## config.mk

```make
export PLATFORM = sky130hd
export DESIGN_NAME = bbcce_core
export DESIGN_NICKNAME = d
export VERILOG_FILES = /design/src/pkg/bbcce_pkg.sv /design/src/verilog/bbcce_core.sv /design/src/verilog/bbcce_ret_stack.sv
export VERILOG_INCLUDE_DIRS = /design/src /design/src/pkg
export SDC_FILE = /design/constraint.sdc
export NUM_CORES = 1
export LEC_CHECK = 0
export BUFFER_PORTS_ARGS = -buffer_cell sky130_fd_sc_hd__buf_2
export CORE_MARGIN = 2
export CORE_UTILIZATION = 23
export CTS_CLUSTER_SIZE = 12
export DETAILED_ROUTE_END_ITERATION = 10
export GPL_ROUTABILITY_DRIVEN = 0
export PLACE_DENSITY = 0.4
export SLEW_MARGIN = 20
export SYNTH_ARGS = -nofsm -noshare
export SYNTH_HDL_FRONTEND = slang
export SYNTH_SLANG_ARGS = --single-unit
```

## constraint.sdc

```tcl
create_clock -name core_clk -period 6.25 [get_ports core_clk]
set_input_delay 0.3125 -clock core_clk [delete_from_list [all_inputs] [get_ports core_clk]]
set_output_delay 0.3125 -clock core_clk [all_outputs]
set_load 0.1 [all_outputs]
```

## src/pkg/bbcce_params.svh

```systemverilog
// constants for the bit, branch, call and clear execution slice
`ifndef BBCCE_PARAMS_SVH
`define BBCCE_PARAMS_SVH

// ----------------------------------------------------------------
// opcode fields of the first instruction word and the second call word
// ----------------------------------------------------------------
`define BBCCE_TOGGLE_HI 4'h7
`define BBCCE_BR_OVF_HI 8'hE4
`define BBCCE_BR_ZERO_HI 8'hE0
`define BBCCE_CALL_HI 7'h76
`define BBCCE_CALL2_HI 4'hF
`define BBCCE_CLEAR_HI 7'h35
`define BBCCE_ACC_BIT 8
`define BBCCE_SHADOW_BIT 8

// ----------------------------------------------------------------
// data address map
// ----------------------------------------------------------------
`define BBCCE_IDX_LIMIT 8'h5F
`define BBCCE_ACC_LOW_LIMIT 8'h5F
`define BBCCE_ACC_HIGH_PAGE 4'hF

// ----------------------------------------------------------------
// status flag positions and widths
// ----------------------------------------------------------------
`define BBCCE_FLAG_C 0
`define BBCCE_FLAG_DC 1
`define BBCCE_FLAG_Z 2
`define BBCCE_FLAG_OV 3
`define BBCCE_FLAG_N 4
`define BBCCE_FLAGS_W 5
`define BBCCE_PC_W 21
`define BBCCE_DADDR_W 12

// ----------------------------------------------------------------
// reset values, step sizes and depths
// ----------------------------------------------------------------
`define BBCCE_PC_RESET 21'h000000
`define BBCCE_PC_STEP 21'h000002
`define BBCCE_STACK_DEPTH 31
`define BBCCE_STACK_PTR_W 5
`define BBCCE_PHASES 4

`endif

```

## src/pkg/bbcce_pkg.sv

```systemverilog
// types of the bit, branch, call and clear execution slice
package bbcce_pkg;

	typedef enum logic [2:0]
	{
		BBCCE_OP_NONE,
		BBCCE_OP_TOGGLE,
		BBCCE_OP_BR_OVF,
		BBCCE_OP_BR_ZERO,
		BBCCE_OP_CALL,
		BBCCE_OP_CLEAR
	} bbcce_op_t;

	typedef enum logic
	{
		BBCCE_ST_EXEC,
		BBCCE_ST_NOP
	} bbcce_state_t;

	typedef enum logic [1:0]
	{
		BBCCE_Q1,
		BBCCE_Q2,
		BBCCE_Q3,
		BBCCE_Q4
	} bbcce_phase_t;

endpackage

```

## src/verilog/bbcce_core.sv

```systemverilog
// execution slice for bit toggle, two branches, call and clear
`timescale 1ns/1ns
`include "bbcce_params.svh"

// Function
// - toggle decodes from upper byte 0111 bbba plus 8-bit file address.
// - toggle inverts only the chosen bit, no flags, one word, one cycle.
// - access flag 0 picks access bank, 1 uses bank select register.
// - flag 0 with extended set: addresses up to 95 are indexed offsets.
// - overflow branch is 1110 0100 plus offset, taken when overflow set.
// - zero branch is 1110 0000 plus offset, taken when zero flag set.
// - taken branch target is instruction address plus 2 plus twice offset.
// - branch takes one cycle untaken, adds a no-operation cycle if taken.
// - taken branch reads offset, processes it, writes PC in last phase.
// - call is 1110 110s with low target byte, then 1111 with high bits.
// - call pushes its address plus 4 as the new stack top, unless the stack is full.
// - call with s set copies W, status and bank select into shadows.
// - after push, the 20-bit target loads PC bits 20 to 1; no flags.
// - call is two words, two cycles; second cycle is a no-operation.
// - clear is 0110 101a with file address, writes zero, sets zero flag.
// - file operations run decode, read, process, write in four phases.
module bbcce_core
(
	input wire logic core_clk,
	input wire logic rst,
	input wire logic ext_set_en,
	input wire logic [15:0] prog_word,
	output logic [`BBCCE_PC_W-1:0] prog_addr,
	input wire logic [7:0] working_reg,
	input wire logic [`BBCCE_FLAGS_W-1:0] status_flags,
	input wire logic [3:0] bank_select_reg,
	input wire logic [`BBCCE_DADDR_W-1:0] index_base,
	output logic [`BBCCE_DADDR_W-1:0] dmem_addr,
	output logic dmem_rd_en,
	input wire logic [7:0] dmem_rdata,
	output logic dmem_wr_en,
	output logic [7:0] dmem_wdata,
	output logic flag_z_set,
	output logic [7:0] working_shadow,
	output logic [`BBCCE_FLAGS_W-1:0] flags_shadow,
	output logic [3:0] bank_select_shadow,
	output logic [`BBCCE_PC_W-1:0] stack_top,
	output logic [`BBCCE_STACK_PTR_W-1:0] stack_ptr,
	output logic stack_full,
	output logic [1:0] phase,
	output logic nop_cycle
);

	// ----------------------------------------------------------------
	// decode helpers
	// ----------------------------------------------------------------
	function automatic bbcce_pkg::bbcce_op_t decode_op(
		input logic [15:0] w);
		bbcce_pkg::bbcce_op_t op;
		op = bbcce_pkg::BBCCE_OP_NONE;
		if (w[15:12] == `BBCCE_TOGGLE_HI)
			op = bbcce_pkg::BBCCE_OP_TOGGLE;
		else if (w[15:8] == `BBCCE_BR_OVF_HI)
			op = bbcce_pkg::BBCCE_OP_BR_OVF;
		else if (w[15:8] == `BBCCE_BR_ZERO_HI)
			op = bbcce_pkg::BBCCE_OP_BR_ZERO;
		else if (w[15:9] == `BBCCE_CALL_HI)
			op = bbcce_pkg::BBCCE_OP_CALL;
		else if (w[15:9] == `BBCCE_CLEAR_HI)
			op = bbcce_pkg::BBCCE_OP_CLEAR;
		return op;
	endfunction

	// file address to data address, shared by both file operations
	function automatic logic [`BBCCE_DADDR_W-1:0] file_addr(
		input logic [7:0] f,
		input logic acc,
		input logic ext,
		input logic [3:0] bank,
		input logic [`BBCCE_DADDR_W-1:0] idx_base);
		logic [`BBCCE_DADDR_W-1:0] ea;
		ea = {bank, f};
		if (!acc)
		begin
			if (ext && (f <= `BBCCE_IDX_LIMIT))
				ea = idx_base + {4'h0, f};
			else if (f <= `BBCCE_ACC_LOW_LIMIT)
				ea = {4'h0, f};
			else
				ea = {`BBCCE_ACC_HIGH_PAGE, f};
		end
		return ea;
	endfunction

	// ----------------------------------------------------------------
	// state
	// ----------------------------------------------------------------
	bbcce_pkg::bbcce_state_t st_r;
	bbcce_pkg::bbcce_state_t st_nxt;
	bbcce_pkg::bbcce_phase_t ph_r;
	bbcce_pkg::bbcce_phase_t ph_nxt;
	bbcce_pkg::bbcce_op_t op_r;
	bbcce_pkg::bbcce_op_t op_dec;
	logic [`BBCCE_PC_W-1:0] pc_r;
	logic [`BBCCE_PC_W-1:0] pc_nxt;
	logic [15:0] ir_r;
	logic [11:0] khi_r;
	logic [`BBCCE_DADDR_W-1:0] ea_r;
	logic [`BBCCE_DADDR_W-1:0] ea_nxt;
	logic [7:0] data_r;
	logic [7:0] res_r;
	logic [7:0] res_nxt;
	logic [`BBCCE_PC_W-1:0] tgt_r;
	logic [`BBCCE_PC_W-1:0] tgt_nxt;
	logic take_r;
	logic take_nxt;
	logic [7:0] wsh_r;
	logic [`BBCCE_FLAGS_W-1:0] fsh_r;
	logic [3:0] bsh_r;

	// ----------------------------------------------------------------
	// phase and cycle qualifiers
	// ----------------------------------------------------------------
	logic in_exec;
	logic end_q1;
	logic end_q2;
	logic end_q3;
	logic end_q4;
	logic is_file_op;
	logic is_branch;
	logic is_call;
	logic branch_cond;
	logic call_push;
	logic call_load;
	logic shadow_load;
	logic [7:0] bit_mask;

	assign in_exec = (st_r == bbcce_pkg::BBCCE_ST_EXEC);
	assign end_q1 = in_exec & (ph_r == bbcce_pkg::BBCCE_Q1);
	assign end_q2 = in_exec & (ph_r == bbcce_pkg::BBCCE_Q2);
	assign end_q3 = in_exec & (ph_r == bbcce_pkg::BBCCE_Q3);
	assign end_q4 = in_exec & (ph_r == bbcce_pkg::BBCCE_Q4);

	assign op_dec = decode_op(prog_word);
	assign is_file_op = (op_r == bbcce_pkg::BBCCE_OP_TOGGLE) |
		(op_r == bbcce_pkg::BBCCE_OP_CLEAR);
	assign is_branch = (op_r == bbcce_pkg::BBCCE_OP_BR_OVF) |
		(op_r == bbcce_pkg::BBCCE_OP_BR_ZERO);
	assign is_call = (op_r == bbcce_pkg::BBCCE_OP_CALL);

	// ----------------------------------------------------------------
	// file operand path: address at decode, read, process, write
	// ----------------------------------------------------------------
	assign ea_nxt = file_addr(prog_word[7:0],
		prog_word[`BBCCE_ACC_BIT], ext_set_en, bank_select_reg,
		index_base);

	assign bit_mask = 8'h01 << ir_r[11:9];
	// toggle flips one bit; clear forces the whole byte to zero
	assign res_nxt = (op_r == bbcce_pkg::BBCCE_OP_TOGGLE) ?
		(data_r ^ bit_mask) : 8'h00;

	assign dmem_addr = ea_r;
	assign dmem_rd_en = end_q2 & is_file_op;
	assign dmem_wr_en = end_q4 & is_file_op;
	assign dmem_wdata = res_r;
	// only clear touches a flag; toggle, branches and call leave them
	assign flag_z_set = end_q4 &
		(op_r == bbcce_pkg::BBCCE_OP_CLEAR);

	// ----------------------------------------------------------------
	// branch path
	// ----------------------------------------------------------------
	assign branch_cond = (op_r == bbcce_pkg::BBCCE_OP_BR_OVF) ?
		status_flags[`BBCCE_FLAG_OV] :
		status_flags[`BBCCE_FLAG_Z];

	// pc already holds address plus 2, so only twice the offset is added
	assign tgt_nxt = pc_r + {{12{ir_r[7]}}, ir_r[7:0], 1'b0};
	assign take_nxt = is_branch & branch_cond;

	// ----------------------------------------------------------------
	// call path
	// ----------------------------------------------------------------
	// second word is read at pc (address plus 2) during the third phase
	assign call_push = end_q3 & is_call;
	assign call_load = end_q4 & is_call;
	assign shadow_load = call_load & ir_r[`BBCCE_SHADOW_BIT];

	// ----------------------------------------------------------------
	// program counter
	// ----------------------------------------------------------------
	assign pc_nxt =
		end_q1 ? (pc_r + `BBCCE_PC_STEP) :
		call_push ? (pc_r + `BBCCE_PC_STEP) :
		call_load ? {khi_r, ir_r[7:0], 1'b0} :
		(end_q4 & take_r) ? tgt_r :
		pc_r;

	// ----------------------------------------------------------------
	// phase and cycle sequencing
	// ----------------------------------------------------------------
	assign ph_nxt = bbcce_pkg::bbcce_phase_t'(ph_r + 2'h1);

	always_comb
	begin
		st_nxt = st_r;
		case (st_r)
			bbcce_pkg::BBCCE_ST_EXEC:
			begin
				// taken branch and call both spend a dead cycle
				if (end_q4 & (take_r | is_call))
					st_nxt = bbcce_pkg::BBCCE_ST_NOP;
			end
			bbcce_pkg::BBCCE_ST_NOP:
			begin
				if (ph_r == bbcce_pkg::BBCCE_Q4)
					st_nxt = bbcce_pkg::BBCCE_ST_EXEC;
			end
			default:
				st_nxt = bbcce_pkg::BBCCE_ST_EXEC;
		endcase
	end

	always_ff @(posedge core_clk or posedge rst)
	begin
		if (rst)
		begin
			st_r <= bbcce_pkg::BBCCE_ST_EXEC;
			ph_r <= bbcce_pkg::BBCCE_Q1;
			pc_r <= `BBCCE_PC_RESET;
		end
		else
		begin
			st_r <= st_nxt;
			ph_r <= ph_nxt;
			pc_r <= pc_nxt;
		end
	end

	// ----------------------------------------------------------------
	// decode latch, first phase
	// ----------------------------------------------------------------
	always_ff @(posedge core_clk or posedge rst)
	begin
		if (rst)
		begin
			ir_r <= 16'h0000;
			op_r <= bbcce_pkg::BBCCE_OP_NONE;
			ea_r <= 12'h000;
		end
		else if (end_q1)
		begin
			ir_r <= prog_word;
			op_r <= op_dec;
			ea_r <= ea_nxt;
		end
	end

	// ----------------------------------------------------------------
	// operand read, process and branch target
	// ----------------------------------------------------------------
	always_ff @(posedge core_clk or posedge rst)
	begin
		if (rst)
			data_r <= 8'h00;
		else if (dmem_rd_en)
			data_r <= dmem_rdata;
	end

	always_ff @(posedge core_clk or posedge rst)
	begin
		if (rst)
		begin
			res_r <= 8'h00;
			tgt_r <= `BBCCE_PC_RESET;
			take_r <= 1'b0;
		end
		else if (end_q3)
		begin
			res_r <= res_nxt;
			tgt_r <= tgt_nxt;
			take_r <= take_nxt;
		end
		else if (end_q4)
			take_r <= 1'b0;
	end

	// ----------------------------------------------------------------
	// high target bits from the second call word
	// ----------------------------------------------------------------
	always_ff @(posedge core_clk or posedge rst)
	begin
		if (rst)
			khi_r <= 12'h000;
		else if (call_push)
			khi_r <= prog_word[11:0];
	end

	// ----------------------------------------------------------------
	// shadow copies on a call with the save bit set
	// ----------------------------------------------------------------
	always_ff @(posedge core_clk or posedge rst)
	begin
		if (rst)
		begin
			wsh_r <= 8'h00;
			fsh_r <= 5'h00;
			bsh_r <= 4'h0;
		end
		else if (shadow_load)
		begin
			wsh_r <= working_reg;
			fsh_r <= status_flags;
			bsh_r <= bank_select_reg;
		end
	end

	// ----------------------------------------------------------------
	// return stack
	// ----------------------------------------------------------------
	// push value is address plus 4: pc plus 2 before the second step
	bbcce_ret_stack u_stack
	(
		.core_clk(core_clk),
		.rst(rst),
		.push(call_push),
		.push_data(pc_r + `BBCCE_PC_STEP),
		.stack_top(stack_top),
		.stack_ptr(stack_ptr),
		.stack_full(stack_full)
	);

	// ----------------------------------------------------------------
	// outputs
	// ----------------------------------------------------------------
	assign prog_addr = pc_r;
	assign working_shadow = wsh_r;
	assign flags_shadow = fsh_r;
	assign bank_select_shadow = bsh_r;
	assign phase = ph_r;
	assign nop_cycle = ~in_exec;

endmodule

```

## src/verilog/bbcce_ret_stack.sv

```systemverilog
// hardware return stack written by the call instruction
`timescale 1ns/1ns
`include "bbcce_params.svh"

module bbcce_ret_stack
(
	input wire logic core_clk,
	input wire logic rst,
	input wire logic push,
	input wire logic [`BBCCE_PC_W-1:0] push_data,
	output logic [`BBCCE_PC_W-1:0] stack_top,
	output logic [`BBCCE_STACK_PTR_W-1:0] stack_ptr,
	output logic stack_full
);

	// ----------------------------------------------------------------
	// storage
	// ----------------------------------------------------------------
	logic [`BBCCE_PC_W-1:0] mem [1:`BBCCE_STACK_DEPTH];
	logic [`BBCCE_PC_W-1:0] top_r;
	logic [`BBCCE_STACK_PTR_W-1:0] ptr_r;
	logic [`BBCCE_STACK_PTR_W-1:0] ptr_nxt;
	logic full_w;
	logic do_push;

	// a push onto a full stack is dropped so the oldest returns survive
	assign full_w = (ptr_r == `BBCCE_STACK_PTR_W'(`BBCCE_STACK_DEPTH));
	assign do_push = push & ~full_w;
	assign ptr_nxt = ptr_r + `BBCCE_STACK_PTR_W'(1);

	always_ff @(posedge core_clk)
	begin
		if (do_push)
			mem[ptr_nxt] <= push_data;
	end

	always_ff @(posedge core_clk or posedge rst)
	begin
		if (rst)
		begin
			ptr_r <= 5'h00;
			top_r <= `BBCCE_PC_RESET;
		end
		else if (do_push)
		begin
			ptr_r <= ptr_nxt;
			top_r <= push_data;
		end
	end

	assign stack_top = top_r;
	assign stack_ptr = ptr_r;
	assign stack_full = full_w;

endmodule
```

==> flow_metrics.env <==
export IMPL_status="complete, no violations"
export IMPL_path_cells="ha_1 -> nor2b_1 -> and2_1 -> nand2_1 -> mux2_2"
export IMPL_worst_path_max_delay_cell="nand2_1"
export IMPL_synth_cell_type_count=59
export IMPL_max_freq_ghz=0.3479
export IMPL_drtIter0Drc=326
export IMPL_cts_tree="done"
export IMPL_nets=1050
export IMPL_core_um2=33530
export IMPL_cp_arrival_ns=3.19
export IMPL_grt_first_pass_wirelength_mm=36.36
export IMPL_vias=6346
export IMPL_clk_pin_slew_worst_paths_ns=0.06
export IMPL_setup_worst_path_class="reg2reg"
export IMPL_rows=67
export IMPL_drive_gt1_share_pct=24.46
export IMPL_fin_tns_setup_ns=0
export IMPL_synth_compound_area_share_pct=15.39
export IMPL_clock_path_buffers=2
export IMPL_path_delay_family="simple AND/OR/NAND/NOR gates"
export IMPL_r2r_setup_slack_ns=3.38
export IMPL_cts_made_buffers=17
export IMPL_p_leak_nw=4.482
export IMPL_relSlewSlack_pct=37.70
export IMPL_grt_setup_unrepaired="no"
export IMPL_finalSetupViolCount=0
export IMPL_ys_top_cells_by_count="dfrtp_1, nand2_1, a21oi_1, nor2_1, o21ai_0"
export IMPL_hold_viol=0
export IMPL_crit_path_start_kind="flop"
export IMPL_synth_seq_cells=144
export IMPL_yosys_area_share_simple_pct=16.10
export IMPL_drv_slew=0
export IMPL_root_buffer="clkbuf_16"
export IMPL_synth_top_area_share_pct=46.12
export IMPL_first_global_vias=6301
export IMPL_tightest_slew_ns=0.9345
export IMPL_first_pass_iters=4
export IMPL_overflow=0
export IMPL_seq_area_frac_synth_pct=46.12
export IMPL_async_flop_share_pct=100.0
export IMPL_ant_nets=0
export IMPL_setup_slack_ns=3.376
export IMPL_grt_usage_pct=13.24
export IMPL_synth_top_family_by_area="simple AND/OR/NAND/NOR gates"
export IMPL_yosysMostFrequentCell="dfrtp_1"
export IMPL_drc=0
export IMPL_antenna_found_initial=3
export IMPL_min_period_ns=2.874
export IMPL_critical_path_buf_inv_count=0
export IMPL_hp_class="in2async"
export IMPL_dieArea_um2=35460
export IMPL_fp_dieW_um=188.3
export IMPL_avgRoutedWirePerCell_um=16.14
export IMPL_final_util_pct=28.72
export IMPL_post_cts_resized=0
export IMPL_wl_mm=22.92
export IMPL_syn_num_nets=917
export IMPL_ys_flop_type="dfrtp_1"
export IMPL_endpoint_kind="flop"
export IMPL_synth_area_leader_cell="dfrtp_1"
export IMPL_holdBufCountCts=0
export IMPL_io_pins=147
export IMPL_worst_path_max_fanout=19
export IMPL_syn_inst=825
export IMPL_powerDensity_nw_per_um2=398.2
export IMPL_die_y_um=188.3
export IMPL_io_buffers=146
export IMPL_synth_warnings=0
export IMPL_cts_setup_buffers=0
export IMPL_crit_required_ns=6.57
export IMPL_synth_fa_ha_area_share_pct=5.958
export IMPL_ir_worst_vdd_uv=219.5
export IMPL_finalNonFillerCells=1420
export IMPL_cpPeakStageDelay_ns=0.76
export IMPL_vias_per_cell=4.469
export IMPL_netlist_area_um2=7812
export IMPL_synth_xor_area_share_pct=5.717
export IMPL_synthMuxAreaShare_pct=7.447
export IMPL_synth_edff_count=0
export IMPL_start_util_pct=23.30
export IMPL_post_route_period_util_pct=45.99
export IMPL_cts_sinks=144
export IMPL_skew_ns=0.01062
export IMPL_grt_max_degree=97
export IMPL_post_dp_hpwl_mm=16.58
export IMPL_cap_viol_max_count=0
export IMPL_whs_ns=0.04006
export IMPL_avgSynthCellArea_um2=9.470
export IMPL_synthTopCellsByArea="dfrtp_1, nand2_1, mux2_2"
export IMPL_dpl_worst_slack_ns=3.283
export IMPL_area_growth_pct=23.27
export IMPL_htreeDepth=4
export IMPL_clk_latency_ns=0.43
export IMPL_place_inst=1387
-- metrics by stage --
step	instance area [um2]	power, W
2_1_floorplan	7812	0.002423
3_3_place_gp	9006	0.002757
3_5_place_dp	9006	0.002754
4_1_cts	9623	0.003876
5_1_grt	9625	0.004068
6_report	9630	0.003834
-- layer usage --
layer / GRT usage, % / share of wire (%)
met2: 18.72 / 41
met5: 0 / 0.057
met1: 19.76 / 53
met3: 3.483 / 5.0
met4: 3.425 / 0.84
-- path summary, 6_finish.rpt --
check / to / depth (start not counted) / startpoint
setup reg to reg: flags_shadow[0] / 5 / phase[0]
max in group asynchronous: prog_addr[14] / 3 / rst
min in group core_clk: data_r[5] / 2 / dmem_rdata[5]
hold / removal: working_shadow[0] / 2 / rst
hold reg to reg: ir_r[8] / 2 / ir_r[8]
setup / recovery: flags_shadow[0] / 5 / phase[0]
-- logic make-up after synthesis --
logic type / count (synthesis)
AND/OR/NAND/NOR: 278
AO/OA/AOI/OAI: 202
flip-flops: 144
buffers and inverters: 61
multiplexers: 53
XOR/XNOR: 51
adder cells (fa/ha/maj): 36
-- worst register-to-register path, cell delays in order, from the launching register on --
cell and delay (ns):
dfrtp_1 0.38, ha_1 0.19, nor2b_1 0.20, and2_1 0.71
nand2_1 0.77, mux2_2 0.51
-- area by class of cell --
class / count / area [um2]
Sequential cell: 144 / 3603
Fill cell: 3650 / 23900
Inverter: 18 / 72.57
Multi-Input combinational cell: 620 / 3956
Antenna cell: 3 / 7.507
Timing Repair Buffer: 157 / 813.3
Clock buffer: 20 / 456.7
Clock inverter: 10 / 160.2
Tap cell: 448 / 560.5
-- state kept, by name, indices dropped and copies added (netlist names), 12 cells and up --
| register | flops |
|---|---|
| prog_addr | 21 |
| ir_r | 12 |
| u_stack.stack_top | 21 |
| tgt_r | 21 |
| dmem_addr | 12 |
| khi_r | 12 |
-- where the power goes --
part	internal (W)	switching [W]
clock	0.000685	0.000419
sequential	0.00110	0.000188
combinational	0.000396	0.00105
total	0.00218	0.00166
-- placed cells by master, fill, tap and decap left out, types with 4 or more instances in the layout --
cell	instances
buf_2	146
dfrtp_1	144
nand2_1	127
a21oi_1	73
nor2_1	61
o21ai_0	54
mux2_2	41
ha_1	34
xnor2_1	28
xor2_1	23
nand3_1	21
inv_1	17
clkbuf_16	17
nor3_1	15
a211oi_1	12
mux2i_1	12
and3_1	11
buf_4	11
nor2b_1	9
a21o_1	8
o21ai_1	8
nand4_1	7
o211ai_1	6
a31oi_1	5
nand2b_1	5
a211o_1	5
o21bai_1	4
o31ai_1	4
and2_1	4
bufinv_16	4
No activity file was read; power rests on OpenSTA's default activity.
